### src/include/pin_front_regs.svh
// Register offsets, field positions, reset values and timing counts of the control-pin front end.
// Assumes a 4-bit byte address on the register port and 32-bit data.
`ifndef PIN_FRONT_REGS_SVH
`define PIN_FRONT_REGS_SVH

// ****************************************
// Register offsets
// ****************************************
`define ADDR_CTRL 4'h0
`define ADDR_STATUS 4'h4
`define ADDR_IRQ_CLR 4'h8

// ****************************************
// Control field positions and reset value
// ****************************************
`define CTRL_IRQ_EDGE_LSB 0
`define CTRL_ACK_MODE_LSB 4
`define CTRL_SLAVE_BIT 6
`define CTRL_TIN_EDGE_LSB 7
`define CTRL_TOUT_CONT_LSB 9
`define CTRL_WIDTH 11
`define CTRL_RESET 11'h000

// ****************************************
// Status field positions
// ****************************************
`define ST_RESET_OUT 0
`define ST_FETCH_GO 1
`define ST_WAITING 2
`define ST_NMI_PEND 3
`define ST_IRQ_LSB 4
`define ST_DMA_LSB 8
`define ST_TIN_LSB 10
`define ST_TEST 12

// ****************************************
// Timing and encodings
// ****************************************
`define STARTUP_CYC 3'h7
`define STATUS_INACTIVE 3'h7
`define NMI_TYPE 8'h02
`define SYNC_W 11

`endif

### src/include/pin_front_pkg.sv
// Types shared by the control-pin front end.
// Assumes nothing beyond a SystemVerilog compiler.
package pin_front_pkg;

  typedef enum logic [1:0] {PH_HOLD_INACT, PH_HOLD_TRI, PH_STARTUP, PH_RUN} rst_phase_e;

  typedef struct packed {
    logic [1:0] tout_cont;
    logic [1:0] tin_edge;
    logic slave_mode;
    logic [1:0] ack_mode;
    logic [3:0] irq_edge;
  } ctrl_s;

  typedef struct packed {
    logic [1:0] dma_req;
    logic [1:0] timer_gate;
    logic [1:0] timer_count;
  } sync_pins_s;

endpackage : pin_front_pkg

### src/core/sync2.sv
// Two-flop synchroniser for a vector of unrelated level inputs.
// Assumes each bit is sampled independently; no word coherence.
module sync2 #(
  parameter int W = 1
) (
  // Clock and reset
  input wire logic mclk,
  input wire logic arst_n,
  // Data
  input wire logic [W-1:0] d,
  output logic [W-1:0] q
);

  logic [W-1:0] meta_r;

  always_ff @(posedge mclk or negedge arst_n) begin
    if (!arst_n) begin
      meta_r <= '0;
      q <= '0;
    end else begin
      meta_r <= d;
      q <= meta_r;
    end
  end

endmodule : sync2

### src/core/clk_div2.sv
// Divide-by-two of the oscillator clock with a processor-clock enable.
// Assumes mclk is the oscillator; the divided clock is an output only, never a clock inside.
module clk_div2 (
  // Clock and reset
  input wire logic mclk,
  input wire logic arst_n,
  // Divided clock
  output logic divided_clock_out,
  output logic pclk_en
);

  logic div_nxt;

  always_comb begin
    div_nxt = ~divided_clock_out;
  end

  always_ff @(posedge mclk or negedge arst_n) begin
    if (!arst_n) begin
      divided_clock_out <= 1'b0;
    end else begin
      divided_clock_out <= div_nxt;
    end
  end

  // The enable marks the mclk edge on which the divided clock rises.
  assign pclk_en = ~divided_clock_out;

endmodule : clk_div2

### src/core/cpu_control_pin_front_end.sv
// Control-pin front end: clock division, system reset, wait-for-test, timers, DMA and interrupt pins.
// Assumes mclk is the oscillator input and the core logic uses pclk_en as its clock enable.
// Behaviour
// Reset output high, clock aligned, tracks input.
// Output clock is oscillator divided by two.
// Output clock square, fifty percent duty.
// Reset input low clears logic, stays dormant.
// Reset input synchronised; held low over four.
// Fetching starts seven clocks after release.
// Reset released no sooner than 50 us.
// Status lines inactive one clock, then floated.
// Test high at wait suspends until low.
// Interrupts serviced during wait; test synchronised.
// Timer inputs count rising edges or gate.
// Timer outputs pulse once or run continuously.
// DMA requests level, active high, synchronised.
// Rising non-maskable input raises type two.
// Non-maskable latched, taken at instruction boundary.
// Requests active high; pins 2,3 become acks.
// Each maskable input edge or level triggered.
// Source holds request until acknowledged.
// Slave-controller mode redefines interrupt pin roles.
// All asynchronous inputs pass two flip-flops.
`include "pin_front_regs.svh"

module cpu_control_pin_front_end (
  // Clock and reset
  input wire logic mclk,
  input wire logic arst_n,
  // Reset and clock pins
  input wire logic system_init_in_n,
  output logic reset_out,
  output logic divided_clock_out,
  // Wait, timer and DMA pins
  input wire logic test_in,
  input wire logic timer_in0,
  input wire logic timer_in1,
  output logic timer_out0,
  output logic timer_out1,
  input wire logic dma_req_ch0,
  input wire logic dma_req_ch1,
  // Interrupt pins
  input wire logic nmi_in,
  input wire logic irq0_in,
  input wire logic irq1_in,
  input wire logic irq2_or_ack0_in,
  output logic irq2_or_ack0_out,
  output logic irq2_or_ack0_oe,
  input wire logic irq3_or_ack1_in,
  output logic irq3_or_ack1_out,
  output logic irq3_or_ack1_oe,
  // Bus status pins
  output logic [2:0] bus_status_out,
  output logic bus_status_oe,
  // Core side
  output logic pclk_en,
  input wire logic [2:0] core_status,
  output logic fetch_go,
  input wire logic wait_start,
  input wire logic int_enable,
  output logic waiting,
  output logic wait_resume,
  input wire logic instr_boundary,
  output logic nmi_take,
  output logic [7:0] nmi_type,
  input wire logic [3:0] irq_ack,
  input wire logic [1:0] inta_in,
  output logic [3:0] irq_pending,
  output logic service_req,
  input wire logic [1:0] timer_expire,
  output pin_front_pkg::sync_pins_s pins_sync,
  // Register port
  input wire logic [3:0] reg_addr,
  input wire logic [31:0] reg_wdata,
  input wire logic reg_wr,
  input wire logic reg_rd,
  output logic [31:0] reg_rdata
);
  import pin_front_pkg::*;

  // ****************************************
  // Clock division and input synchronisers
  // ****************************************
  logic [`SYNC_W-1:0] raw_in;
  logic [`SYNC_W-1:0] sync_q;
  logic [`SYNC_W-1:0] sync_prev_r;
  logic rst_s;
  logic test_s;
  logic nmi_s;
  logic [3:0] irq_s;
  logic [3:0] irq_rise;
  logic [1:0] tin_s;
  logic [1:0] tin_rise;
  logic nmi_rise;

  clk_div2 u_div (
    .mclk(mclk),
    .arst_n(arst_n),
    .divided_clock_out(divided_clock_out),
    .pclk_en(pclk_en)
  );

  assign raw_in = {system_init_in_n, test_in, timer_in1, timer_in0, dma_req_ch1, dma_req_ch0,
                   nmi_in, irq3_or_ack1_in, irq2_or_ack0_in, irq1_in, irq0_in};

  sync2 #(.W(`SYNC_W)) u_sync (
    .mclk(mclk),
    .arst_n(arst_n),
    .d(raw_in),
    .q(sync_q)
  );

  always_ff @(posedge mclk or negedge arst_n) begin
    if (!arst_n) begin
      sync_prev_r <= '0;
    end else begin
      sync_prev_r <= sync_q;
    end
  end

  assign rst_s = sync_q[10];
  assign test_s = sync_q[9];
  assign tin_s = sync_q[8:7];
  assign nmi_s = sync_q[4];
  assign irq_s = sync_q[3:0];
  assign tin_rise = sync_q[8:7] & ~sync_prev_r[8:7];
  assign nmi_rise = nmi_s & ~sync_prev_r[4];
  assign irq_rise = sync_q[3:0] & ~sync_prev_r[3:0];
  assign pins_sync.dma_req = sync_q[6:5];
  assign pins_sync.timer_gate = tin_s;

  // ****************************************
  // Reset sequencing
  // ****************************************
  rst_phase_e phase_r, phase_nxt;
  logic [2:0] start_cnt_r, start_cnt_nxt;
  logic reset_out_nxt;

  always_comb begin
    phase_nxt = phase_r;
    start_cnt_nxt = start_cnt_r;
    reset_out_nxt = reset_out;
    if (pclk_en) begin
      reset_out_nxt = ~rst_s;
    end
    case (phase_r)
      PH_HOLD_INACT: begin
        if (pclk_en) begin
          phase_nxt = PH_HOLD_TRI;
        end
      end
      PH_HOLD_TRI: begin
        start_cnt_nxt = 3'h0;
        if (rst_s && pclk_en) begin
          phase_nxt = PH_STARTUP;
        end
      end
      PH_STARTUP: begin
        if (pclk_en) begin
          if (start_cnt_r == `STARTUP_CYC - 3'h1) begin
            phase_nxt = PH_RUN;
          end else begin
            start_cnt_nxt = start_cnt_r + 3'h1;
          end
        end
      end
      PH_RUN: begin
        phase_nxt = PH_RUN;
      end
      default: begin
        phase_nxt = PH_HOLD_INACT;
      end
    endcase
    // Reset drops the startup and run phases at once, without waiting for the processor clock.
    if (!rst_s && (phase_r == PH_STARTUP || phase_r == PH_RUN)) begin
      phase_nxt = PH_HOLD_INACT;
    end
  end

  always_ff @(posedge mclk or negedge arst_n) begin
    if (!arst_n) begin
      phase_r <= PH_HOLD_INACT;
      start_cnt_r <= 3'h0;
      reset_out <= 1'b1;
    end else begin
      phase_r <= phase_nxt;
      start_cnt_r <= start_cnt_nxt;
      reset_out <= reset_out_nxt;
    end
  end

  assign fetch_go = (phase_r == PH_RUN);
  assign bus_status_oe = (phase_r == PH_HOLD_INACT) || (phase_r == PH_RUN);
  assign bus_status_out = (phase_r == PH_RUN) ? core_status : `STATUS_INACTIVE;

  // ****************************************
  // Wait-for-test and non-maskable request
  // ****************************************
  logic waiting_nxt;
  logic nmi_pend_r, nmi_pend_nxt;
  logic nmi_take_nxt;

  always_comb begin
    waiting_nxt = waiting;
    nmi_pend_nxt = nmi_pend_r;
    nmi_take_nxt = 1'b0;
    if (wait_start && test_s) begin
      waiting_nxt = 1'b1;
    end else if (waiting && !test_s) begin
      waiting_nxt = 1'b0;
    end
    if (instr_boundary && nmi_pend_r) begin
      nmi_take_nxt = 1'b1;
      nmi_pend_nxt = 1'b0;
    end
    // A new edge in the cycle the old one is taken stays pending.
    if (nmi_rise) begin
      nmi_pend_nxt = 1'b1;
    end
    if (!rst_s) begin
      waiting_nxt = 1'b0;
      nmi_pend_nxt = 1'b0;
      nmi_take_nxt = 1'b0;
    end
  end

  always_ff @(posedge mclk or negedge arst_n) begin
    if (!arst_n) begin
      waiting <= 1'b0;
      nmi_pend_r <= 1'b0;
      nmi_take <= 1'b0;
    end else begin
      waiting <= waiting_nxt;
      nmi_pend_r <= nmi_pend_nxt;
      nmi_take <= nmi_take_nxt;
    end
  end

  assign wait_resume = waiting && !test_s;
  assign nmi_type = `NMI_TYPE;
  // Interrupts are offered to the core while it waits on the test input.
  assign service_req = nmi_pend_r || (int_enable && (|irq_pending));

  // ****************************************
  // Maskable interrupt pins
  // ****************************************
  ctrl_s ctrl_r, ctrl_nxt;
  logic [3:0] irq_nxt;
  logic [3:0] irq_clr;
  logic [3:0] pin_is_in;

  always_comb begin
    irq_clr = irq_ack;
    if (reg_wr && reg_addr == `ADDR_IRQ_CLR) begin
      irq_clr = irq_clr | reg_wdata[3:0];
    end
    pin_is_in = {~ctrl_r.ack_mode[1], ~ctrl_r.ack_mode[0], 2'b11};
    irq_nxt = 4'h0;
    for (int i = 0; i < 4; i++) begin
      if (ctrl_r.irq_edge[i]) begin
        // Set wins over clear so an edge in the acknowledge cycle survives.
        irq_nxt[i] = (irq_pending[i] & ~irq_clr[i]) | irq_rise[i];
      end else begin
        irq_nxt[i] = irq_s[i];
      end
    end
    irq_nxt = irq_nxt & pin_is_in;
    // The slave controller owns pin 0 as a level request; the other pins carry no request.
    if (ctrl_r.slave_mode) begin
      irq_nxt = {3'b000, irq_s[0]};
    end
    if (!rst_s) begin
      irq_nxt = 4'h0;
    end
  end

  always_ff @(posedge mclk or negedge arst_n) begin
    if (!arst_n) begin
      irq_pending <= 4'h0;
    end else begin
      irq_pending <= irq_nxt;
    end
  end

  assign irq2_or_ack0_oe = ctrl_r.ack_mode[0] || ctrl_r.slave_mode;
  assign irq2_or_ack0_out = ~inta_in[0];
  assign irq3_or_ack1_oe = ctrl_r.ack_mode[1] && !ctrl_r.slave_mode;
  assign irq3_or_ack1_out = ~inta_in[1];

  // ****************************************
  // Timer pins
  // ****************************************
  logic [1:0] tout_nxt;
  logic [1:0] tcnt_nxt;
  logic [1:0] tcnt_r;

  always_comb begin
    for (int i = 0; i < 2; i++) begin
      // Gate-mode timers see no count pulses, only the level.
      tcnt_nxt[i] = ctrl_r.tin_edge[i] & tin_rise[i];
      if (ctrl_r.tout_cont[i]) begin
        tout_nxt[i] = timer_expire[i] ? ~(i == 0 ? timer_out0 : timer_out1)
                                      : (i == 0 ? timer_out0 : timer_out1);
      end else begin
        tout_nxt[i] = timer_expire[i];
      end
    end
    if (!rst_s) begin
      tout_nxt = 2'b00;
      tcnt_nxt = 2'b00;
    end
  end

  always_ff @(posedge mclk or negedge arst_n) begin
    if (!arst_n) begin
      timer_out0 <= 1'b0;
      timer_out1 <= 1'b0;
      tcnt_r <= 2'b00;
    end else begin
      timer_out0 <= tout_nxt[0];
      timer_out1 <= tout_nxt[1];
      tcnt_r <= tcnt_nxt;
    end
  end

  // The count pulses live in their own register so that the output struct has no procedural writer.
  assign pins_sync.timer_count = tcnt_r;

  // ****************************************
  // Register port
  // ****************************************
  logic [31:0] rdata_nxt;

  always_comb begin
    ctrl_nxt = ctrl_r;
    rdata_nxt = 32'h0000_0000;
    if (reg_wr && reg_addr == `ADDR_CTRL) begin
      ctrl_nxt = reg_wdata[`CTRL_WIDTH-1:0];
    end
    if (reg_rd) begin
      case (reg_addr)
        `ADDR_CTRL: rdata_nxt = {21'h000000, ctrl_r};
        `ADDR_STATUS: begin
          rdata_nxt[`ST_RESET_OUT] = reset_out;
          rdata_nxt[`ST_FETCH_GO] = fetch_go;
          rdata_nxt[`ST_WAITING] = waiting;
          rdata_nxt[`ST_NMI_PEND] = nmi_pend_r;
          rdata_nxt[`ST_IRQ_LSB +: 4] = irq_pending;
          rdata_nxt[`ST_DMA_LSB +: 2] = pins_sync.dma_req;
          rdata_nxt[`ST_TIN_LSB +: 2] = tin_s;
          rdata_nxt[`ST_TEST] = test_s;
        end
        default: rdata_nxt = 32'h0000_0000;
      endcase
    end
  end

  always_ff @(posedge mclk or negedge arst_n) begin
    if (!arst_n) begin
      ctrl_r <= `CTRL_RESET;
      reg_rdata <= 32'h0000_0000;
    end else begin
      ctrl_r <= ctrl_nxt;
      reg_rdata <= rdata_nxt;
    end
  end
endmodule : cpu_control_pin_front_end

### config.mk
export PLATFORM = sky130hd
export DESIGN_NAME = cpu_control_pin_front_end
export DESIGN_NICKNAME = d
export VERILOG_FILES = /design/src/include/pin_front_pkg.sv /design/src/core/sync2.sv /design/src/core/clk_div2.sv /design/src/core/cpu_control_pin_front_end.sv
export VERILOG_INCLUDE_DIRS = /design/src /design/src/include
export SDC_FILE = /design/constraint.sdc
export NUM_CORES = 1
export LEC_CHECK = 0
export BUFFER_PORTS_ARGS = -buffer_cell sky130_fd_sc_hd__buf_2
export CAP_MARGIN = 20
export CORE_UTILIZATION = 25
export CTS_CLUSTER_DIAMETER = 30
export DETAILED_ROUTE_END_ITERATION = 7
export GPL_TIMING_DRIVEN = 0
export HOLD_SLACK_MARGIN = 0.12
export PLACE_DENSITY = 0.53
export SLEW_MARGIN = 20
export SYNTH_ARGS = -nofsm -noshare
export SYNTH_HDL_FRONTEND = slang
export SYNTH_SLANG_ARGS = --single-unit
### constraint.sdc
create_clock -name mclk -period 5.2 [get_ports mclk]
set_input_delay 0.52 -clock mclk [delete_from_list [all_inputs] [get_ports mclk]]
set_output_delay 0.52 -clock mclk [all_outputs]
set_load 0.01 [all_outputs]
Word level (Yosys, flattened, before mapping)
Cells that the tools add are included.

Eq/ne operators: 16. Bitwise gates (word level): 30. Reduce and logical (&&, ||, !) cells: 22. Mux-type cells: 33. $add $sub $neg: 1.

Operators by type and width (count): case mux 13 bit (2 select lines) (1); inequality test 3 bit, second input constant (7); two-way mux 1 bit (16); two-way mux 2 bit (7); two-way mux 13 bit (1); inverter 1 bit (13); two-way mux 4 bit (3); logical AND 1 bit (9); two-way mux 3 bit (3); bitwise AND 4 bit (2); case mux 2 bit (4 select lines) (1); bitwise AND 1 bit (7); case mux 3 bit (2 select lines) (1); == test 2 bit, second input constant (2); == test 4 x 3 -> 1 bit, second input constant (1); == test 4 bit, second input constant (1); zero test 4 bit (1); logical OR 1 bit (4); inequality test 2 bit, second input constant (2); inverter 4 bit (1); bitwise OR 1 bit (4); bitwise OR 4 bit (1); AND reduction 4 bit (1); OR reduction 4 bit (1); other kinds (10) (12).

Output and inout bits: 68. Logic and storage cells: 122. Register bits after elaboration: 92.

Depth between registers and ports, before layout
Depth after elaboration: 10. Gate-level depth with buffers: 6. Mapped depth without buffers: 6.

Cells and area by module
From an unflattened synthesis, not the netlist that was laid out.

Cells, all modules: 217. Area, all modules: 2844.0 um^2.

By module, submodules not included: cpu_control_pin_front_end (times used 1, seq. area each 1202.4 um^2, cells each 193, area an instance 2264.7 um^2); sync2 (times used 1, seq. area each 550.5 um^2, cells each 22, area an instance 550.5 um^2); clk_div2 (times used 1, seq. area each 25.0 um^2, cells each 2, area an instance 28.8 um^2).

Worst setup path before layout
Ideal clock, no wire load.

Path kind: register to register. Start: reg phase_r[0]. End: reg phase_r[0]. Data required time: 5106 ps. Slack: 3474 ps. Stages on the path, launching flop included: 6. Data arrival time: 1632 ps. Buffers on the path: 0. Cell sequence: dfrtp_1 -> ha_1 -> or4b_4 -> nand3_2 -> nor2_2 -> a221oi_2.

Word-level cells in the longest chain between the ends: 5. Elaborated cells between the ends (all ways): 13.

RTL lines: start, declared (line cpu_control_pin_front_end.sv:135) `rst_phase_e phase_r, phase_nxt;`; start signal, assigned (line cpu_control_pin_front_end.sv:186) `phase_r <= phase_nxt;`; == test 2 bit *; net fetch_go (line cpu_control_pin_front_end.sv:58) `output logic fetch_go,`; logical OR 1 bit (line cpu_control_pin_front_end.sv:175) `if (!rst_s && (phase_r == PH_STARTUP || phase_r == PH_RUN)) begin`; logical AND 1 bit (line cpu_control_pin_front_end.sv:175); inequality test 3 bit (no source line) / inequality test 3 x 2 -> 1 bit (equally long branches); AND reduction 4 bit (no source line).

Mark *: on every way through the listed nets, which the timed path passes. The rest lies on a longest branch. A chain may end at the register's enable or synchronous reset.

Final worst setup path
Start: reg phase_r[1]. End: out bus_status_out[2].

Word-level cells in the longest chain between the ends: 2.

RTL lines: == test 2 bit (line cpu_control_pin_front_end.sv:194) `` assign bus_status_out = (phase_r == PH_RUN) ? core_status : `STATUS_INACTIVE; ``; two-way mux 3 bit (no source line); end, declared (line cpu_control_pin_front_end.sv:53) `output logic [2:0] bus_status_out,`.

Every way passes these cells.

==> results.md <==
Floorplanning:
- The die footprint is 0.0119 sq mm.
- Measured along the y axis, the die boundary spans 109 um.
- 133 I/O pins were placed.
- Once the floorplan was initialized, standard cells occupied 26.0% of the core.
- The floorplan step defined a core boundary enclosing 0.0110 sq mm.
- The number of core rows is 38.
- In this run the horizontal extent of the chip is 109 um.

Clock tree:
- Counting along the longest clock path gives a buffer depth of 2.
- The H-tree depth reported by CTS is 3.
- The buffer cell driving the clock tree root is clkbuf_16.
- Once the clock tree was built, the resizer swapped 0 gates to a different size.
- Counting the buffers created by CTS gives 9.
- The clock slew at the register clock pins of the worst setup and hold paths is 0.06 ns.
- TritonCTS built the clock tree.
- For this design, the CTS-stage hold fixing added 0 buffers.
- The insertion delay to the later sink of the worst-skew pair is 0.32 ns.
- The total clock sinks is 71.
- The count of buffers added by post-CTS timing repair for setup is 0.

Power:
- The total power after layout is 1610 uW.
- The power per standard cell area is 412 mW/mm^2.
- Across the VDD grid, the largest voltage drop is 0.151 mV.
- The leakage power summed over all cells is 0.00205 uW.

Drt:
- The starting DRC count in detailed routing is 70.
- The routed wire length is 6510 um.
- The DRC violations left is 0.
- Dividing the detail-routed via count by the number of cells gives 3.93.
- The total number of vias is 1932.
- The total iterations of the first detailed-routing run is 4.
- The count of antenna-violating nets left after detailed routing is 0.
- After detailed routing, the average wire length per cell comes to 13.2 um.

Logic synthesis:
- The cell area after synthesis is 0.00287 sq mm.
- The synthesized design contains 71 register bits.
- Sorting the synthesized cells by how often they occur yields dfrtp_1, buf_4, nand2_1, mux2_2, a22o_1.
- The cell type contributing the most total cell area after synthesis is dfrtp_1.
- The sequential-to-total area share from yosys stat is 61.9%.
- The most frequent cell after synthesis is dfrtp_1.
- The most used flip-flop cell after synthesis is dfrtp_1.
- The Yosys step of the flow raised 0 warnings.
- After technology mapping, the gate count stands at 226.
- The async set-reset flop share out of synthesis is 100%.
- After synthesis, the cell types taking the most area are dfrtp_1, buf_4, mux2_2.
- The count of cell types in the netlist is 40.
- The portion of synthesized cell area occupied by the leading cell type is 61.0%.
- In this run the mean area of a mapped cell was 12.7 sq um.
- Yosys mapped a number of flops with a built-in enable equal to 0.

Cells and area:
- Once layout is done, the placed cells without fillers occupy 0.00392 sq mm.
- The area growth from synthesis to layout is 36.4%.
- The ratio of cells with drive above 1 in the final layout is 44.0%.
- For this run, the post-layout net count is 418.
- The repair_antennas step left the layout with diodes totalling 0.

Timing:
- The post-route clock skew is 0.00637 ns.
- The number of endpoints failing setup at the final stage is 0.
- The time the worst path needs with I/O delays and setup is 1.99 ns.
- The final number of max-transition violations is 0.
- The highest achievable clock rate is 0.502 GHz.
- In the final timing run, aggregate negative setup slack is 0 ns.
- The final clock period utilization by the worst path is 38.3%.
- The number of hold-slack violations in the final timing report is 0.
- The setup slack of the critical path after layout is 3.21 ns.
- Setup repair after global routing left no endpoint under its margin.

Worst setup path:
- The length in cells of the worst reg-to-reg path is 6.
- STA classifies the critical path startpoint as a register.
- Along the worst path, the maximum fanout reaches 6.
- The kind of critical path is reg -> out.
- The endpoint required time on the critical path is 4.68 ns.
- The arrival time reported for the critical path endpoint is 1.47 ns.
- The worst setup path is captured at an output port.

Min path:
- In this run the worst hold path is classified as in -> async.

Placement:
- In this run the cell area measured after placement is 0.00358 sq mm.
- The placed wire-length estimate is 4770 um.
- At the placement stage, the worst setup path has a slack of 3.29 ns.
- The number of buffers added on ports is 84.
- The congestion estimate from routability-driven global placement came to 0.687.

Run status:
- The run finished with clean final reports.

Global route:
- The first-pass GRT wire length is 10000 um.
- The total global-route track usage is 11.8%.
- The number of antenna violations at the first check in global routing is 0.
- The overflow left after global routing is 0.
- The via count of the first global-routing pass is 1899.
- The largest net degree at the start of global routing is 38.

Run:
- The number of maximum-capacitance violations is 0.
## layout make-up
class	instances	area (sq um)
clock buffers	11	253
clock inverters	5	80.1
well taps	140	175
flip-flops and latches	71	1780
plain buffers	34	248
repair buffers	85	443
inverters	10	37.5
multi-input cells	136	901
fillers	1110	7120
## state kept, by name, summed over array words and instances (netlist names)
| register | count |
|---|---|
| reg_rdata | 13 |
| waiting | 1 |
| u_sync.q | 11 |
| tcnt_r | 2 |
| reset_out | 1 |
| start_cnt_r | 3 |
| phase_r | 2 |
| ctrl_r | 11 |
| u_sync.meta_r | 11 |
| irq_pending | 4 |
| nmi_pend_r | 1 |
| u_div.divided_clock_out | 1 |
| nmi_take | 1 |
| timer_out0 | 1 |
| sync_prev_r | 7 |
| timer_out1 | 1 |
## worst max-delay path, cell delays in order (launching register included)
cell and delay [ns]:
dfrtp_1 0.44, ha_1 0.33, or2b_1 0.24, buf_2 0.13
## routing by layer
layer	vias to the layer above	part of all wire [%]	global-route usage, %
met1	916	45	15.2
met3	9	5.3	2.81
met5	-	0	0
li1	950	-	-
met2	57	48	18.2
met4	0	1.7	6.08
## placed cells by master, fill, tap and decap left out, types with 3 or more instances in the layout
cell type,n
nor3_1,4
conb_1,27
a211o_1,3
nand2_1,21
dfrtp_1,70
a21oi_1,5
nor2_1,6
buf_2,86
buf_4,32
inv_1,9
a22o_1,11
ha_1,6
clkbuf_16,9
mux2_2,12
nor2b_1,4
nand2b_1,5
## logic make-up after synthesis
logic type	Yosys count	share of synthesized area [%]
and+or+nand+nor	55	10.5
other	2	0.262
buffers and inverters	44	9.94
AOI/OAI and AO/OA	32	8.72
DFF	71	61.9
xor gates and xnor gates	2	0.610
muxes	14	5.41
adders and majority gates	6	2.62
## per-stage QoR
stage	cells	hold WS, ns	utilization, %
finish	492	0.145	35.5
global route	492	0.181	35.5
detailed placement	476	0.335	32.5
global placement	475	0.333	32.3
CTS	492	0.164	35.5
floorplan	251	0.224	-
## power by group
group	internal, uW	total [uW]	switching, uW
registers	606	656	50.5
logic	131	282	151
clock network	445	676	231
total	1180	1610	432
## path summary, 6_finish.rpt
path                              startpoint                end  slack [ns]
hold reg to reg            u_sync.meta_r[10]       u_sync.q[10]        0.35
hold / removal                        arst_n        u_sync.q[7]        0.15
setup / recovery                  phase_r[1]  bus_status_out[2]        3.21
setup reg to reg                  phase_r[0]         phase_r[0]        3.30
min in group mclk            irq2_or_ack0_in   u_sync.meta_r[2]        0.30
max in group asynchronous             arst_n          reset_out        4.43
Power figures use the tool's default switching activity.
